===== config.mk =====
export PLATFORM = sky130hd
export DESIGN_NAME = ebr_byte_lane_reorder
export DESIGN_NICKNAME = d
export VERILOG_FILES = /design/src/design/ebr_pkg.sv /design/src/design/ebr_byte_lane_reorder.sv
export VERILOG_INCLUDE_DIRS = /design/src /design/src/design
export SDC_FILE = /design/constraint.sdc
export NUM_CORES = 1
export LEC_CHECK = 0
export BUFFER_PORTS_ARGS = -buffer_cell sky130_fd_sc_hd__buf_4
export CAP_MARGIN = 15
export CORE_AREA = 10 10 168 170
export CTS_CLUSTER_SIZE = 8
export DETAILED_ROUTE_END_ITERATION = 10
export DIE_AREA = 0 0 178 180
export REMOVE_ABC_BUFFERS = 1
export SETUP_SLACK_MARGIN = 0.4
export SLEW_MARGIN = 20
export SYNTH_ARGS = -nofsm -noshare
export SYNTH_HDL_FRONTEND = slang
export SYNTH_SLANG_ARGS = --single-unit

===== constraint.sdc =====
create_clock -name core_clk -period 2 [get_ports core_clk]
set_clock_uncertainty 0.2 [all_clocks]
set_input_delay 0.1 -clock core_clk [delete_from_list [all_inputs] [get_ports core_clk]]
set_output_delay 0.1 -clock core_clk [all_outputs]
set_load 0.03 [all_outputs]

===== src/design/ebr_defs.svh =====
/*
 constants for the endian byte lane reorder block: control bit positions,
 field positions and reset values. assumes 32-bit words, byte 0 = lowest address.
*/
`ifndef EBR_DEFS_SVH
`define EBR_DEFS_SVH

// machine state control bits, numbered with bit 0 as the most significant
`define EBR_MSR_IR_BIT 26
`define EBR_MSR_DR_BIT 27
// endian attribute values
`define EBR_ENDIAN_BIG 1'b0
`define EBR_ENDIAN_LITTLE 1'b1
// region index field of an address, one region endian select bit per region
`define EBR_REGION_MSB 31
`define EBR_REGION_LSB 27
// primary opcode field of an instruction word
`define EBR_OPCODE_MSB 31
`define EBR_OPCODE_LSB 26
// byte lane masks in address order, lowest address in the top lane
`define EBR_MASK_BYTE 4'h8
`define EBR_MASK_HALF 4'hC
`define EBR_MASK_WORD 4'hF
`define EBR_MASK_NONE 4'h0
// reset values
`define EBR_RESET_WORD 32'h00000000
`define EBR_RESET_OPCODE 6'h00

`endif


===== src/design/ebr_pkg.sv =====
/*
 types for the endian byte lane reorder block.
 assumes the defs header is included by each user.
*/
package ebr_pkg;

  typedef enum logic [1:0] {
    EBR_BYTE,
    EBR_HALF,
    EBR_WORD
  } ebr_size_e;

  typedef struct packed {
    logic fillValid;
    logic [31:0] fillWord;
    logic fillEndian;
    logic decodeValid;
    logic [31:0] decodeWord;
    logic [5:0] decodeOpcode;
    logic loadDone;
    logic [31:0] loadResult;
    logic loadEndian;
    logic loadMisaligned;
    logic storeDone;
    logic [31:0] storeData;
    logic [3:0] storeMask;
    logic storeEndian;
    logic storeMisaligned;
  } ebr_state_s;

endpackage : ebr_pkg


===== src/design/ebr_byte_lane_reorder.sv =====
/*
 byte lane reordering between memory, caches and general registers for
 per-region endian storage. one register stage on each path: the fill word
 toward the instruction cache, the word toward decode, the load result toward
 the general register and the store bytes toward the data cache.
 assumes all inputs come from logic on core_clk; the caches, the translation
 lookup and alignment exceptions live outside and only consume the flags here.
 assumes the data cache gathers the bytes of a misaligned access into address
 order, lowest address in the top lane, and scatters store bytes the same way.
*/
`timescale 1ns/1ps
`include "ebr_defs.svh"

// Operation
// - every fetch and load/store carries endian attribute, 0 big, 1 little
// - translation on: attribute comes from matching translation entry endian field
// - translation off: attribute comes from region endian select register
// - instruction relocate is bit 26, data relocate bit 27; 1 enables
// - little endian leaves address alone; only bytes are reordered in transfer
// - little endian instruction word has all four bytes reversed before icache
// - instruction cache holds big endian words; decode gets them unmodified
// - lowest address byte of instruction word is its most significant byte
// - data is not reversed into data cache; reorder between cache and registers
// - little endian byte access passes the byte unchanged
// - little endian halfword access swaps its two bytes
// - little endian word access reverses its four bytes
// - size-based reversal is identical for aligned and misaligned accesses
// - alignment flags ignore endian; little endian adds no alignment faults
// - default big endian puts most significant byte at lowest address
// - byte-reverse accesses map significant register bytes to higher addresses
// - byte-reverse little endian equals normal big endian, and conversely
// - no architected little endian mode; per-region attributes only
module ebr_byte_lane_reorder (
  // clock and reset
  input wire logic core_clk,
  input wire logic rstn,
  // endian controls
  input wire logic [31:0] machineStateReg,
  input wire logic [31:0] regionEndianSelectReg,
  // instruction fill from memory
  input wire logic fetchValid,
  input wire logic [31:0] fetchAddr,
  input wire logic fetchTlbEndian,
  input wire logic [31:0] fetchMemWord,
  // fill toward the instruction cache
  output logic icacheFillValid,
  output logic [31:0] icacheFillWord,
  output logic icacheFillEndian,
  // instruction cache to decode
  input wire logic icacheReadValid,
  input wire logic [31:0] icacheReadWord,
  output logic decodeValid,
  output logic [31:0] decodeWord,
  output logic [5:0] decodeOpcode,
  // load from the data cache
  input wire logic loadValid,
  input wire logic [31:0] loadAddr,
  input wire ebr_pkg::ebr_size_e loadSize,
  input wire logic loadByteRev,
  input wire logic loadSignExt,
  input wire logic loadTlbEndian,
  input wire logic [31:0] loadCacheBytes,
  // load result toward the general register
  output logic loadDone,
  output logic [31:0] loadResult,
  output logic loadEndian,
  output logic loadMisaligned,
  // store from the general register
  input wire logic storeValid,
  input wire logic [31:0] storeAddr,
  input wire ebr_pkg::ebr_size_e storeSize,
  input wire logic storeByteRev,
  input wire logic storeTlbEndian,
  input wire logic [31:0] storeRegData,
  // store bytes toward the data cache
  output logic storeDone,
  output logic [31:0] storeCacheBytes,
  output logic [3:0] storeByteMask,
  output logic storeEndian,
  output logic storeMisaligned
);

  // control bits counted from the most significant end
  localparam int IrPos = 31 - `EBR_MSR_IR_BIT;
  localparam int DrPos = 31 - `EBR_MSR_DR_BIT;

  ebr_pkg::ebr_state_s state;
  ebr_pkg::ebr_state_s next_state;

  // relocate controls picked out of the machine state word
  logic instrRelocate;
  logic dataRelocate;

  // endian attribute per path, 1 means little
  logic fetchEndian;
  logic loadRegionEndian;
  logic storeRegionEndian;

  // final lane reversal per data path
  logic loadReverse;
  logic storeReverse;

  // fill word with its four lanes reversed
  logic [31:0] fillReversed;

  // region endian select bit 0 is region 0 at the top of the register;
  // the region index is the top five address bits, so 32 regions in all
  function automatic logic regionEndian(
    input logic relocate,
    input logic tlbEndian,
    input logic [31:0] sel,
    input logic [31:0] addr
  );
    logic [4:0] region;
    region = addr[`EBR_REGION_MSB:`EBR_REGION_LSB];
    if (relocate) begin
      regionEndian = tlbEndian;
    end else begin
      regionEndian = sel[~region];
    end
  endfunction : regionEndian

  function automatic logic [31:0] swapWord(input logic [31:0] w);
    swapWord = {w[7:0], w[15:8], w[23:16], w[31:24]};
  endfunction : swapWord

  // one loop over the four lanes: memory lane k lands in lane 3-k
  for (genvar lane = 0; lane < 4; lane++) begin : g_fill_lane
    assign fillReversed[8*lane +: 8] = fetchMemWord[8*(3-lane) +: 8];
  end

  // cache bytes arrive in address order from the access address, top lane first,
  // so misaligned accesses reorder exactly like aligned ones
  // an illegal size code gives zero rather than stale bytes
  function automatic logic [31:0] loadAlign(
    input logic [31:0] b,
    input ebr_pkg::ebr_size_e sz,
    input logic rev,
    input logic sext
  );
    logic [31:0] r;
    r = `EBR_RESET_WORD;
    unique case (sz)
      ebr_pkg::EBR_BYTE: begin
        r = {{24{sext & b[31]}}, b[31:24]};
      end
      ebr_pkg::EBR_HALF: begin
        if (rev) begin
          r = {{16{sext & b[23]}}, b[23:16], b[31:24]};
        end else begin
          r = {{16{sext & b[31]}}, b[31:24], b[23:16]};
        end
      end
      ebr_pkg::EBR_WORD: begin
        if (rev) begin
          r = swapWord(b);
        end else begin
          r = b;
        end
      end
      default: begin
        r = `EBR_RESET_WORD;
      end
    endcase
    loadAlign = r;
  endfunction : loadAlign

  // unused lanes stay zero; the byte mask names the live ones
  function automatic logic [31:0] storeAlign(
    input logic [31:0] v,
    input ebr_pkg::ebr_size_e sz,
    input logic rev
  );
    logic [31:0] r;
    r = `EBR_RESET_WORD;
    unique case (sz)
      ebr_pkg::EBR_BYTE: begin
        r = {v[7:0], 24'h000000};
      end
      ebr_pkg::EBR_HALF: begin
        if (rev) begin
          r = {v[7:0], v[15:8], 16'h0000};
        end else begin
          r = {v[15:8], v[7:0], 16'h0000};
        end
      end
      ebr_pkg::EBR_WORD: begin
        if (rev) begin
          r = swapWord(v);
        end else begin
          r = v;
        end
      end
      default: begin
        r = `EBR_RESET_WORD;
      end
    endcase
    storeAlign = r;
  endfunction : storeAlign

  // lanes in address order, top lane first, like the store bytes
  function automatic logic [3:0] sizeMask(input ebr_pkg::ebr_size_e sz);
    unique case (sz)
      ebr_pkg::EBR_BYTE: begin
        sizeMask = `EBR_MASK_BYTE;
      end
      ebr_pkg::EBR_HALF: begin
        sizeMask = `EBR_MASK_HALF;
      end
      ebr_pkg::EBR_WORD: begin
        sizeMask = `EBR_MASK_WORD;
      end
      default: begin
        sizeMask = `EBR_MASK_NONE;
      end
    endcase
  endfunction : sizeMask

  // natural alignment only; the endian attribute never enters here
  function automatic logic misaligned(input ebr_pkg::ebr_size_e sz, input logic [1:0] a);
    unique case (sz)
      ebr_pkg::EBR_BYTE: begin
        misaligned = 1'b0;
      end
      ebr_pkg::EBR_HALF: begin
        misaligned = a[0];
      end
      ebr_pkg::EBR_WORD: begin
        misaligned = (a != 2'h0);
      end
      default: begin
        misaligned = 1'b0;
      end
    endcase
  endfunction : misaligned

  always_comb begin
    instrRelocate = machineStateReg[IrPos];
    dataRelocate = machineStateReg[DrPos];

    // fetch picks the instruction relocate bit; load and store share the data relocate bit
    fetchEndian = regionEndian(instrRelocate, fetchTlbEndian, regionEndianSelectReg,
                               fetchAddr);
    loadRegionEndian = regionEndian(dataRelocate, loadTlbEndian, regionEndianSelectReg,
                                    loadAddr);
    storeRegionEndian = regionEndian(dataRelocate, storeTlbEndian, regionEndianSelectReg,
                                     storeAddr);

    // the two reversals cancel, so byte-reverse just flips the attribute
    loadReverse = (loadRegionEndian == `EBR_ENDIAN_LITTLE) ^ loadByteRev;
    storeReverse = (storeRegionEndian == `EBR_ENDIAN_LITTLE) ^ storeByteRev;
  end

  always_comb begin
    next_state = state;
    // fill path: addresses pass untouched, only lanes move
    next_state.fillValid = fetchValid;
    if (fetchValid) begin
      next_state.fillEndian = fetchEndian;
      if (fetchEndian == `EBR_ENDIAN_LITTLE) begin
        next_state.fillWord = fillReversed;
      end else begin
        next_state.fillWord = fetchMemWord;
      end
    end

    // decode path: cache already big endian, no endian control here at all
    next_state.decodeValid = icacheReadValid;
    if (icacheReadValid) begin
      next_state.decodeWord = icacheReadWord;
      next_state.decodeOpcode = icacheReadWord[`EBR_OPCODE_MSB:`EBR_OPCODE_LSB];
    end

    // load path: cache holds memory image, reorder on the way to the register
    next_state.loadDone = loadValid;
    if (loadValid) begin
      next_state.loadEndian = loadRegionEndian;
      next_state.loadResult = loadAlign(loadCacheBytes, loadSize, loadReverse,
                                        loadSignExt);
      next_state.loadMisaligned = misaligned(loadSize, loadAddr[1:0]);
    end

    // store path: reorder before the cache, never after
    next_state.storeDone = storeValid;
    if (storeValid) begin
      next_state.storeEndian = storeRegionEndian;
      next_state.storeData = storeAlign(storeRegData, storeSize, storeReverse);
      next_state.storeMask = sizeMask(storeSize);
      next_state.storeMisaligned = misaligned(storeSize, storeAddr[1:0]);
    end
  end

  // no mode input exists: reordering is driven by the endian attributes and the byte-reverse flags
  always_ff @(posedge core_clk or negedge rstn) begin
    if (!rstn) begin
      // fill path
      state.fillValid <= 1'b0;
      state.fillWord <= `EBR_RESET_WORD;
      state.fillEndian <= `EBR_ENDIAN_BIG;

      // decode path
      state.decodeValid <= 1'b0;
      state.decodeWord <= `EBR_RESET_WORD;
      state.decodeOpcode <= `EBR_RESET_OPCODE;

      // load path
      state.loadDone <= 1'b0;
      state.loadResult <= `EBR_RESET_WORD;
      state.loadEndian <= `EBR_ENDIAN_BIG;
      state.loadMisaligned <= 1'b0;

      // store path
      state.storeDone <= 1'b0;
      state.storeData <= `EBR_RESET_WORD;
      state.storeMask <= `EBR_MASK_NONE;
      state.storeEndian <= `EBR_ENDIAN_BIG;
      state.storeMisaligned <= 1'b0;
    end else begin
      state <= next_state;
    end
  end

  // stale icache lines after an endian change are software's to flush
  // fill outputs
  assign icacheFillValid = state.fillValid;
  assign icacheFillWord = state.fillWord;
  assign icacheFillEndian = state.fillEndian;

  // decode outputs
  assign decodeValid = state.decodeValid;
  assign decodeWord = state.decodeWord;
  assign decodeOpcode = state.decodeOpcode;

  // load outputs
  assign loadDone = state.loadDone;
  assign loadResult = state.loadResult;
  assign loadEndian = state.loadEndian;
  assign loadMisaligned = state.loadMisaligned;

  // store outputs
  assign storeDone = state.storeDone;
  assign storeCacheBytes = state.storeData;
  assign storeByteMask = state.storeMask;
  assign storeEndian = state.storeEndian;
  assign storeMisaligned = state.storeMisaligned;

endmodule : ebr_byte_lane_reorder


# --- After elaboration in Yosys (flattened, before gate mapping) ---
# Index checks and enable logic that the tools add are counted.
totals:
  reg_bits: 147
  input_bits: 304
classes:
  muxes: 19
  reduce_logical: 4
  magnitude_cmp: 3
  bitwise: 7
  n_eq_ne: 4
op_table:
  columns: ["operator", "n"]
  rows:
  - ["one-hot mux 32 bit (3 select lines)", 2]
  - ["two-way mux 32 bit", 5]
  - ["< comparator 5 x 6 -> 1 bit (second input constant)", 3]
  - ["binary-select mux 1 bit (select 5 bit)", 3]
  - ["NOT 5 bit", 3]
  - ["one-hot mux 4 bit (3 select lines)", 1]
  - ["two-way mux 1 bit", 6]
  - ["== test 2 x 1 -> 1 bit (second input constant)", 2]
  - ["== test 2 bit (second input constant)", 2]
  - ["logical NOT 2 bit", 2]
  - ["one-hot mux 1 bit (2 select lines)", 2]
  - ["nonzero test 2 bit", 2]
  - ["AND 1 bit", 2]
  - ["bitwise XOR 1 bit", 2]

# --- Depth between registers and ports, before layout ---
# Gate-level depths: netlist of the first run.
logic_depth:
  ltp_word: 7
  ltp_mapped: 13
  depth_no_buf: 8

# --- Least setup slack after synthesis of the first run ---
# No wires, ideal clock.
synth_path:
  kind: "input -> register"
  startpoint: "in storeAddr[28]"
  endpoint: "reg state (netlist bit storeCacheBytes[10])"
  slack_ps: -695
  path_stages: 9
  n_path_buf: 2
  setup_ps: 132
  arrival_time_ps: 2364
  required_time_ps: 1668
  cell_sequence: "buf_4 -> mux4_2 -> mux4_2 -> a2bb2oi_1 -> a22oi_4 -> xnor2_1 -> buf_2 -> mux2i_1 -> o2bb2ai_1"
synth_via:
  elab_chain_cells: 7
synth_lines:
  columns: ["element", "line_no", "text"]
  rows:
  - ["start: declaration", "ebr_byte_lane_reorder.sv:70", "input wire logic [31:0] storeAddr,"]
  - ["NOT 5 bit", "ebr_byte_lane_reorder.sv:119", "regionEndian = sel[~region];"]
  - ["binary-select mux 1 bit (select 5 bit)", "ebr_byte_lane_reorder.sv:119", null]
  - ["two-way mux 1 bit (implied by the code)", "ebr_byte_lane_reorder.sv:119", null]
  - ["two-way mux 1 bit", "ebr_byte_lane_reorder.sv:116", "if (relocate) begin"]
  - ["bitwise XOR 1 bit", "ebr_byte_lane_reorder.sv:251", "storeReverse = (storeRegionEndian == `EBR_ENDIAN_LITTLE) ^ storeByteRev;"]
  - ["two-way mux 32 bit", "ebr_byte_lane_reorder.sv:188", "if (rev) begin"]
  - ["one-hot mux 32 bit (3 select lines)", "ebr_byte_lane_reorder.sv:176", "unique case (sz)"]
  - ["end signal: assignment", "ebr_byte_lane_reorder.sv:319", "state <= next_state;"]
  - ["end: declaration", "ebr_byte_lane_reorder.sv:87", "ebr_pkg::ebr_state_s state;"]
# No other way between the ends. The select of a mux whose other input is x is not followed.
# A chain may end at the register's enable or synchronous reset.

# --- Worst setup path in the final report of the first run ---
layout_path:
  startpoint: "in regionEndianSelectReg[1]"
  endpoint: "reg state (netlist bit storeCacheBytes[4])"
layout_via:
  elab_chain_cells: 6
layout_lines:
  columns: ["element", "line_no", "text"]
  rows:
  - ["start: declaration", "ebr_byte_lane_reorder.sv:39", "input wire logic [31:0] regionEndianSelectReg,"]
  - ["binary-select mux 1 bit (select 5 bit)", "ebr_byte_lane_reorder.sv:119", null]
  - ["two-way mux 1 bit (implied by the code)", "ebr_byte_lane_reorder.sv:119", null]
  - ["two-way mux 1 bit", "ebr_byte_lane_reorder.sv:116", null]
  - ["bitwise XOR 1 bit", "ebr_byte_lane_reorder.sv:251", null]
  - ["two-way mux 32 bit", "ebr_byte_lane_reorder.sv:188", null]
  - ["one-hot mux 32 bit (3 select lines)", "ebr_byte_lane_reorder.sv:176", null]
# No other way between the ends. The select of a mux whose other input is x is not followed.

==> results.cfg, run 1 <==
[global_routing]
grt_pass1_vias = 8954
grt_usage_pct = 21.1
overflow = 0
grt_start_max_net_pins = 67
grt_first_pass_wirelength_um = 53800
antenna_found_initial = 0

[critical_path]
worstPathRequired_ps = 2090
crit_chain = buf_4 -> mux4_2 -> mux4_2 -> a2bb2oi_2 -> a22oi_4 -> buf_12 -> xnor2_4 -> buf_6 -> mux2i_2 -> o2bb2ai_1
critPathSlowestCell = mux4_2
endpoint_kind = flop
crit_path_frequent_cell = mux4_2
slowest_delay_ps = 470
crit_buf_inv = 3
cpLargestDelayFamily = multiplexers
path_max_fanout = 6
critPathKind = in2reg
cp.arrival_ps = 2390
worstSetupStartpointType = input pin

[sta]
min_period_ps = 2300
fin_crit_sh_pct = 115
rsz0062_at_grt = yes
setup_tns_ps = -12220
postLayoutSetupSlackWorst_ps = -301
hold_viol = 1
relSlewSlack_pct = 51.8
worst_hold_slack_ps = -60.2
worstMarginPinSlew_ps = 721
setup_viol = 83
report.final.slew_viol_count = 0
fmaxAchievable_mhz = 435

[synthesis]
synth_edf_count = 0
synth_seq_cells = 140
synth_top_area_share_pct = 43.9
yosys.area.top_type = dfrtp_1
yosys-top-cells-count = 140 x dfrtp_1, 81 x a21oi_1, 75 x mux2i_1
synthArstFlopShare_pct = 100
synth_area_per_cell_sq_um = 10.3
synth_top_flop_cell = dfrtp_1
synthTopCellsByArea = dfrtp_1 44%, mux2i_1 9.4%, mux4_2 5.4%
ys_seq_area_share_pct = 43.9
synth_cells = 776
synth_cell_types = 39
yosysMostFrequentCell = dfrtp_1
synth_area_sq_um = 7980
yosys_warnings = 0

[layout]
area_growth_syn_to_layout_pct = 81.9
fin_util_pct = 58.3
nNetsFinal = 1613
antennaDiodeCount = 0
drive_gt1_share_pct = 47.4

[floorplan]
die_y_um = 180
ios = 451
rows = 58
initial_core_util_pct = 32.0
die_x_um = 178
dieArea_sq_um = 32000
fp.coreArea_sq_um = 24900

[clocking]
cts_buffers = 17
clk_pin_slew_ps = 60
cts_max_level = 4
clockBufferDepth = 2
clockRootBuffer = clkbuf_16
clk_latency_ps = 420
cts_tree = built
cts_sinks = 140

[status]
status = finished, violations left
violations = negative hold slack, negative setup slack

[min_path]
hold_class = in2reg

[detailed_routing]
drc = 0
viasPerCell = 5.30
ant_nets = 0
firstDrtPassIters = 7
wire_per_inst_um = 21.5
drt-initial-drc-count = 633
postRouteWirelength_um = 35200
vias = 8710

[power_and_ir_drop]
peakVddDrop_mv = 0.410
p_leak_nw = 6.58
cellPowerDensity_nw_per_um2 = 715

[placed_design]
pre_cts_ws_ps = -772
dpl.hpwl_um = 24100
gp_congestion = 0.870
portBuffers = 343

[run]
cap_violations = 0
## sequential cells by signal, indices dropped and copies added, names as in the netlist
register	flops
loadResult	32
storeMisaligned	1
storeEndian	1
loadEndian	1
decodeValid	1
decodeWord	32
storeByteMask	3
storeCacheBytes	32
icacheFillWord	32
icacheFillEndian	1
loadMisaligned	1
loadDone	1
icacheFillValid	1
storeDone	1
## cells by family after synthesis
| group | synth area share, % |
|---|---|
| flip-flops | 43.9 |
| adder cells (fa/ha/maj) | 1.41 |
| multiplexers | 19.4 |
| AO/OA/AOI/OAI | 21.9 |
| AND/OR/NAND/NOR | 7.28 |
| XOR/XNOR | 0.314 |
| buffers and inverters | 5.68 |
## report_power, final
part | total, mW | switching, mW | internal, mW
Sequential | 3.33 | 0.193 | 3.14
Clock | 3.22 | 1.42 | 1.80
Combinational | 3.82 | 2.03 | 1.79
Total | 10.4 | 3.64 | 6.73
## cell type report
class	count	area (sq um)
fill	2058	10400
timing repair buffer	582	5180
multi-input combinational	532	4720
sequential	140	3500
clock buffer	18	439
tap	330	413
clock inverter	14	154
inverter	27	101
## worst paths after layout
| kind | from | to | slack (ps) | cells after the start |
|---|---|---|---|---|
| hold / removal | storeTlbEndian | storeEndian | -60 | 4 |
| min in group asynchronous | rstn | loadResult[14] | 510 | 3 |
| max in group asynchronous | rstn | icacheFillWord[10] | 490 | 4 |
| setup / recovery | regionEndianSelectReg[1] | storeCacheBytes[4] | -300 | 10 |
| setup reg to reg | storeCacheBytes[30] | storeCacheBytes[30] | 940 | 3 |
| hold reg to reg | storeCacheBytes[20] | storeCacheBytes[20] | 290 | 1 |
## through the flow
step | power (mW) | cells | instance area (sq um)
2_1_floorplan | 4.89 | 698 | 7620
3_3_place_gp | 6.44 | 1442 | 11300
3_5_place_dp | 6.47 | 1442 | 11300
4_1_cts | 10.3 | 1640 | 14100
5_1_grt | 10.8 | 1643 | 14500
6_report | 10.4 | 1643 | 14500
## tightest hold or removal path, cell delays in order
cell	delay, ps
buf_4	90
a22oi_4	80
buf_6	140
a21oi_2	110
## what timing repair did
action,CTS,global route
setup endpoints to repair,98,156
cloned,10,0
endpoints found under the hold margin,278,2
setup buffers,11,3
pin swaps,65,41
hold buffers,145,1
resized for setup,135,77
## per-layer routing
layer,global-route usage (%),routed length (um),vias to the layer above
met2,35.4,17700,394
met4,5.20,523,0
met3,5.03,2820,43
li1,-,-,3986
met1,26.6,14200,4287
met5,0,0,-
## placed cells by master (no fill, tap or decap), drive strengths merged, types with 2 or more instances in the layout
cell	synthesis	layout
nor2	38	38
a21o	11	11
buf	29	435
and4	25	25
nand2b	3	3
ha	9	9
xnor2	1	2
o21ai	78	78
nand3	23	23
o21a	9	9
o31ai	8	8
nor2b	3	3
clkbuf	49	20
nand2	11	11
mux4	19	19
clkinv	0	4
a41oi	16	16
a21oi	82	82
a31oi	50	50
dfrtp	140	140
clkinvlp	0	2
o2bb2ai	16	16
inv	27	34
mux2i	75	75
mux2	33	33
a22oi	12	12
dlygate4sd3	0	145
Power figures use the tool's default switching activity.
==> run 2: changes to the inputs <==
- GPL_TIMING_DRIVEN: not set -> 0
- SETUP_SLACK_MARGIN: 0.4 -> not set
- TNS_END_PERCENT: not set -> 1
==> run 2 against run 1 <==
Against the previous run: the run ends with negative setup slack left; routed wire length is 4.5% lower; highest routed layer unchanged; critical path type unchanged; sequential share of layout area up 2.0 points; final area fell by 7.8%; largest cell class unchanged; non-clock buffer count shrank 62; worst hold slack better by 73 ps.
==> results.cfg, run 2 (synthesis results as in run 1) <==
[critical_path]
worstPathRequired_ps = 2060
ff2ff_setup_slack_ps = 950
crit_end = storeCacheBytes[1]
regToRegEndpoint = storeCacheBytes[29]
cpLargestDelayFamily = multiplexers
crit_chain = buf_12 -> mux4_2 -> mux4_2 -> a2bb2oi_2 -> a22oi_4 -> buf_6 -> xor2_4 -> buf_6 -> mux2i_1 -> o2bb2ai_1
reg2reg_depth = 3
path_depth = 10
endpoint_kind = flop
critPathLaunch = storeAddr[28]
path_max_fanout = 6
crit_buf_inv = 3
worstSetupStartpointType = input pin
slowest_delay_ps = 500
critPathSlowestCell = mux4_2
critPathKind = in2reg
cp.arrival_ps = 2440
r2r_start = storeCacheBytes[29]

[detailed_routing]
postRouteWirelength_um = 33700
drt-initial-drc-count = 637
viasPerCell = 5.23
vias = 8292
ant_nets = 0
drc = 0
firstDrtPassIters = 5
wire_per_inst_um = 21.3

[sta]
worst_hold_slack_ps = 12.5
fmaxAchievable_mhz = 420
postLayoutSetupSlackWorst_ps = -380
report.final.slew_viol_count = 0
fin_crit_sh_pct = 119
hold_viol = 0
relSlewSlack_pct = 40.5
setup_viol = 92
rsz0062_at_grt = yes
worstMarginPinSlew_ps = 892
min_period_ps = 2380

[layout]
mostFrequentLayoutCells = 351 x buf_4, 145 x dlygate4sd3_1, 140 x dfrtp_1, 79 x a21oi_1, 72 x mux2i_1
num-fill-cells = 2141
stdcell_area_sq_um = 13400
layout_commonest_cell = buf_4
area_growth_syn_to_layout_pct = 67.7
nNetsFinal = 1553
drive_gt1_share_pct = 39.7
fin_util_pct = 53.7
instances_no_fill = 1584

[min_path]
hold_class = in2async

[clocking]
cts_sinks = 140
cts_buffers = 17
clockBufferDepth = 2
clk_latency_ps = 400
clockRootBuffer = clkbuf_16
clk_pin_slew_ps = 60
cts_tree = built
cts_max_level = 4

[global_routing]
grt_pass1_vias = 8631
grt_usage_pct = 20.5
grt_first_pass_wirelength_um = 52500
antenna_found_initial = 1
grt_start_max_net_pins = 84
overflow = 0

[floorplan]
die_x_um = 178
ios = 451
initial_core_util_pct = 32.0
die_y_um = 180
fp.coreArea_sq_um = 24900
rows = 58
dieArea_sq_um = 32000

[run]
cap_violations = 0

[placed_design]
portBuffers = 343
numPlacedInstances = 1378
post_dp_cell_area_sq_um = 10800
gp_congestion = 0.835
dpl.hpwl_um = 22700

[power_and_ir_drop]
p_leak_nw = 6.17
cellPowerDensity_nw_per_um2 = 737
total_power_mw = 9.86
peakVddDrop_mv = 0.490

[status]
status = finished, violations left
violations = negative setup slack
run 2: final cells by class:
cell class                      instances  area (sq um)  area share, %
Timing Repair Buffer                  520          4530           33.8
Multi-Input combinational cell        534          4260           31.9
Sequential cell                       140          3500           26.2
Clock buffer                           18           439           3.28
Tap cell                              330           413           3.09
Clock inverter                         14           129          0.964
Inverter                               27           101          0.758
Antenna cell                            1          2.50         0.0187
run 2: through the flow:
step                      setup WS [ps]  setup TNS, ps
after floorplan                   -2210        -161180
after global placement            -4870        -322300
after detailed placement          -1720        -115760
after CTS                          -320         -15220
after global routing               -439         -22630
final                              -380         -16840
run 2: worst min path at each step:
stage                                  end                from  slack [ps]
after global routing         loadResult[0]                rstn          20
final                             loadDone                rstn          10
after global placement      decodeWord[19]  icacheReadWord[19]         130
after floorplan                decodeValid                rstn        -400
after detailed placement     loadResult[0]                rstn        -110
after CTS                 icacheFillEndian  machineStateReg[5]           1
run 2: metal layers:
layer,vias to the layer above,routed length (um),global-route usage (%)
met5,-,0,0
met4,0,608,5.24
met3,35,2490,5.49
met2,353,16400,33.9
met1,4038,14200,25.8
li1,3866,-,-
run 2: worst register-to-register path, cell delays in order (launching register included):
cell	delay, ps
dfrtp_1	390
o21a_1	170
o31ai_1	70
a31oi_1	90
run 2: report_power, final:
| part | switching [mW] | internal, mW | total [mW] |
|---|---|---|---|
| Combinational | 1.89 | 1.56 | 3.45 |
| Clock | 1.41 | 1.68 | 3.09 |
| Sequential | 0.186 | 3.14 | 3.32 |
| Total | 3.48 | 6.37 | 9.86 |
run 2: repair_timing:
item	CTS	global route
pin swaps	39	14
resized for setup	64	21
buffers inserted	20	2
endpoints found under the setup margin	97	97
hold buffers	146	0
endpoints found under the hold margin	279	0
cloned	6	0
==> run 3: changes to the inputs <==
- ABC_AREA: not set -> 1
==> run 3 against run 2 <==
Against the previous run: the flow now finishes without violations; via count rose by 19%; final area is 3.9% higher; routed wire length up 6.1%; worst hold slack improved by 25 ps; cell count up 29%; critical path depth is 5 higher; highest routed layer unchanged.
==> results.cfg, run 3 <==
[status]
status = finished, final reports clean

[synthesis]
synthTopCellsByArea = dfrtp_1 42%, nand2_1 19%, nand3_1 11%
synth_area_per_cell_sq_um = 7.02
yosys_warnings = 0
synth_cells = 1197
synth_area_sq_um = 8400
synth_seq_cells = 140
synth_top_flop_cell = dfrtp_1
synth_xor_xnor_area_share_pct = 0
synth_cell_types = 28
synthArstFlopShare_pct = 100
synth_edf_count = 0
synth-simple-area-share_pct = 32.5
synth_top_family_by_area = simple AND/OR/NAND/NOR gates
yosys-top-cells-count = 420 x nand2_1, 183 x nand3_1, 143 x inv_1
yosysMostFrequentCell = nand2_1
yosys.area.top_type = dfrtp_1
synth-compound-area-share_pct = 9.05
synth_top_area_share_pct = 41.7
synth_fa_ha_area_share_pct = 1.34
ys_seq_area_share_pct = 41.7
muxShareOfSynthArea_pct = 4.29

[clocking]
cts_buffers = 17
cts_tree = built
clk_latency_ps = 420
cts_max_level = 4
clockRootBuffer = clkbuf_16
clockBufferDepth = 2
clk_pin_slew_ps = 70
cts_sinks = 140

[sta]
rsz0062_at_grt = yes
worstMarginPinSlew_ps = 905
hold_viol = 0
fmaxAchievable_mhz = 518
postLayoutSetupSlackWorst_ps = 70.4
relSlewSlack_pct = 39.7
setup_viol = 0
fin_crit_sh_pct = 96.5
report.final.slew_viol_count = 0
min_period_ps = 1930

[critical_path]
worstPathRequired_ps = 2110
cp.arrival_ps = 2040
reg2reg_depth = 1
r2r_start = decodeWord[28]
regToRegEndpoint = decodeWord[28]
path_max_fanout = 15
ff2ff_setup_slack_ps = 980
endpoint_kind = flop
worstSetupStartpointType = input pin
critPathKind = in2reg

[global_routing]
grt_pass1_vias = 9684
top_usage_layer = met2
grtUsageMet3_pct = 7.59
grt_first_pass_wirelength_um = 53500
use_met2_pct = 33.8
grtUsageMet1_pct = 25.2
grt_usage_pct = 20.7
grt_start_max_net_pins = 88
overflow = 0
antenna_found_initial = 3

[layout]
layout_commonest_cell = nand2_1
drive_gt1_share_pct = 29.6
num-fill-cells = 2293
nNetsFinal = 2005
seq_area_sq_um = 3500
stdcell_area_sq_um = 13900
instances_no_fill = 2038
fin_util_pct = 55.8
area_growth_syn_to_layout_pct = 65.4
multi_input_area_sq_um = 4270
mostFrequentLayoutCells = 413 x nand2_1, 374 x buf_4, 176 x nand3_1, 150 x dlygate4sd3_1, 140 x dfrtp_1

[detailed_routing]
drc = 0
wire_per_inst_um = 17.5
ant_nets = 0
firstDrtPassIters = 6
viasPerCell = 4.83
drt-initial-drc-count = 742
vias = 9836
postRouteWirelength_um = 35700

[floorplan]
die_x_um = 178
fp.coreArea_sq_um = 24900
rows = 58
die_y_um = 180
dieArea_sq_um = 32000
ios = 451
initial_core_util_pct = 33.8

[placed_design]
portBuffers = 343
dpl.hpwl_um = 23100
gp_congestion = 0.849
post_dp_cell_area_sq_um = 11100
pre_cts_ws_ps = -1610
numPlacedInstances = 1797

[power_and_ir_drop]
peakVddDrop_mv = 0.388
total_power_mw = 9.86
cellPowerDensity_nw_per_um2 = 709
p_leak_nw = 7.40

[run]
cap_violations = 0

[min_path]
hold_class = in2async
run 3: kinds of logic after synthesis:
kind of cell / count (synthesis)
flops: 140
buf+inv: 221
simple gates: 647
mux: 32
fa+ha+maj: 9
compound gates: 148
run 3: worst max-delay path, stage by stage:
cell        delay (ps)
buf_6              130
clkinvlp_4         190
nand3_1            130
nand3_1             80
nand2_1            110
nand2_1             50
nand3b_1           120
nand3_4            180
nand3_4            190
buf_4              180
nand2_4            120
o21ai_1            180
nand3_1            100
nand2_1            100
nand2_1             60
run 3: layout make-up:
class / count / area share (%)
timing repair inverter: 4 / 0.198
timing repair buffer: 536 / 32.4
antenna: 3 / 0.0540
clock buffer: 17 / 3.06
multi-input combinational: 846 / 30.7
clock inverter: 15 / 1.15
inverter: 147 / 4.19
sequential: 140 / 25.2
tap: 330 / 2.97
run 3: worst max-delay path by stage:
| stage | end | slack [ps] | cells after the start | from |
|---|---|---|---|---|
| 2_1_floorplan | icacheFillWord[0] | -390 | 13 | fetchAddr[27] |
| 3_3_place_gp | loadResult[4] | -1770 | 7 | loadValid |
| 3_5_place_dp | icacheFillWord[22] | -1610 | 14 | fetchAddr[27] |
| 4_1_cts | loadResult[28] | -110 | 17 | loadAddr[27] |
| 5_1_grt | icacheFillWord[26] | -70 | 15 | fetchAddr[28] |
| 6_report | loadResult[4] | 70 | 15 | loadAddr[28] |
run 3: timing repair:
item | in CTS | in global routing
resized for setup | 20 | 38
pin swaps | 4 | 13
hold buffers | 147 | 4
cloned | 6 | 8
buffers inserted | 10 | 31
hold endpoints to repair | 280 | 2
setup endpoints to repair | 97 | 97
run 3: metrics by stage:
| stage | hold slack (ps) | setup TNS, ps |
|---|---|---|
| finish | 37.0 | 0 |
| floorplan | -396 | -21420 |
| global placement | 52.3 | -153480 |
| detailed placement | -131 | -119860 |
| global route | 48.0 | -615 |
| CTS | -22.4 | -2440 |
run 3: layer usage:
metal | up-vias | share of wire, %
li1 | 4821 | -
met1 | 4539 | 41
met2 | 439 | 47
met3 | 37 | 11
met4 | 0 | 1.6
met5 | - | 0
run 3: report_power, final:
part | switching, mW | internal [mW]
sequential | 0.177 | 3.13
clock | 1.50 | 1.68
combinational | 1.98 | 1.39
total | 3.65 | 6.21
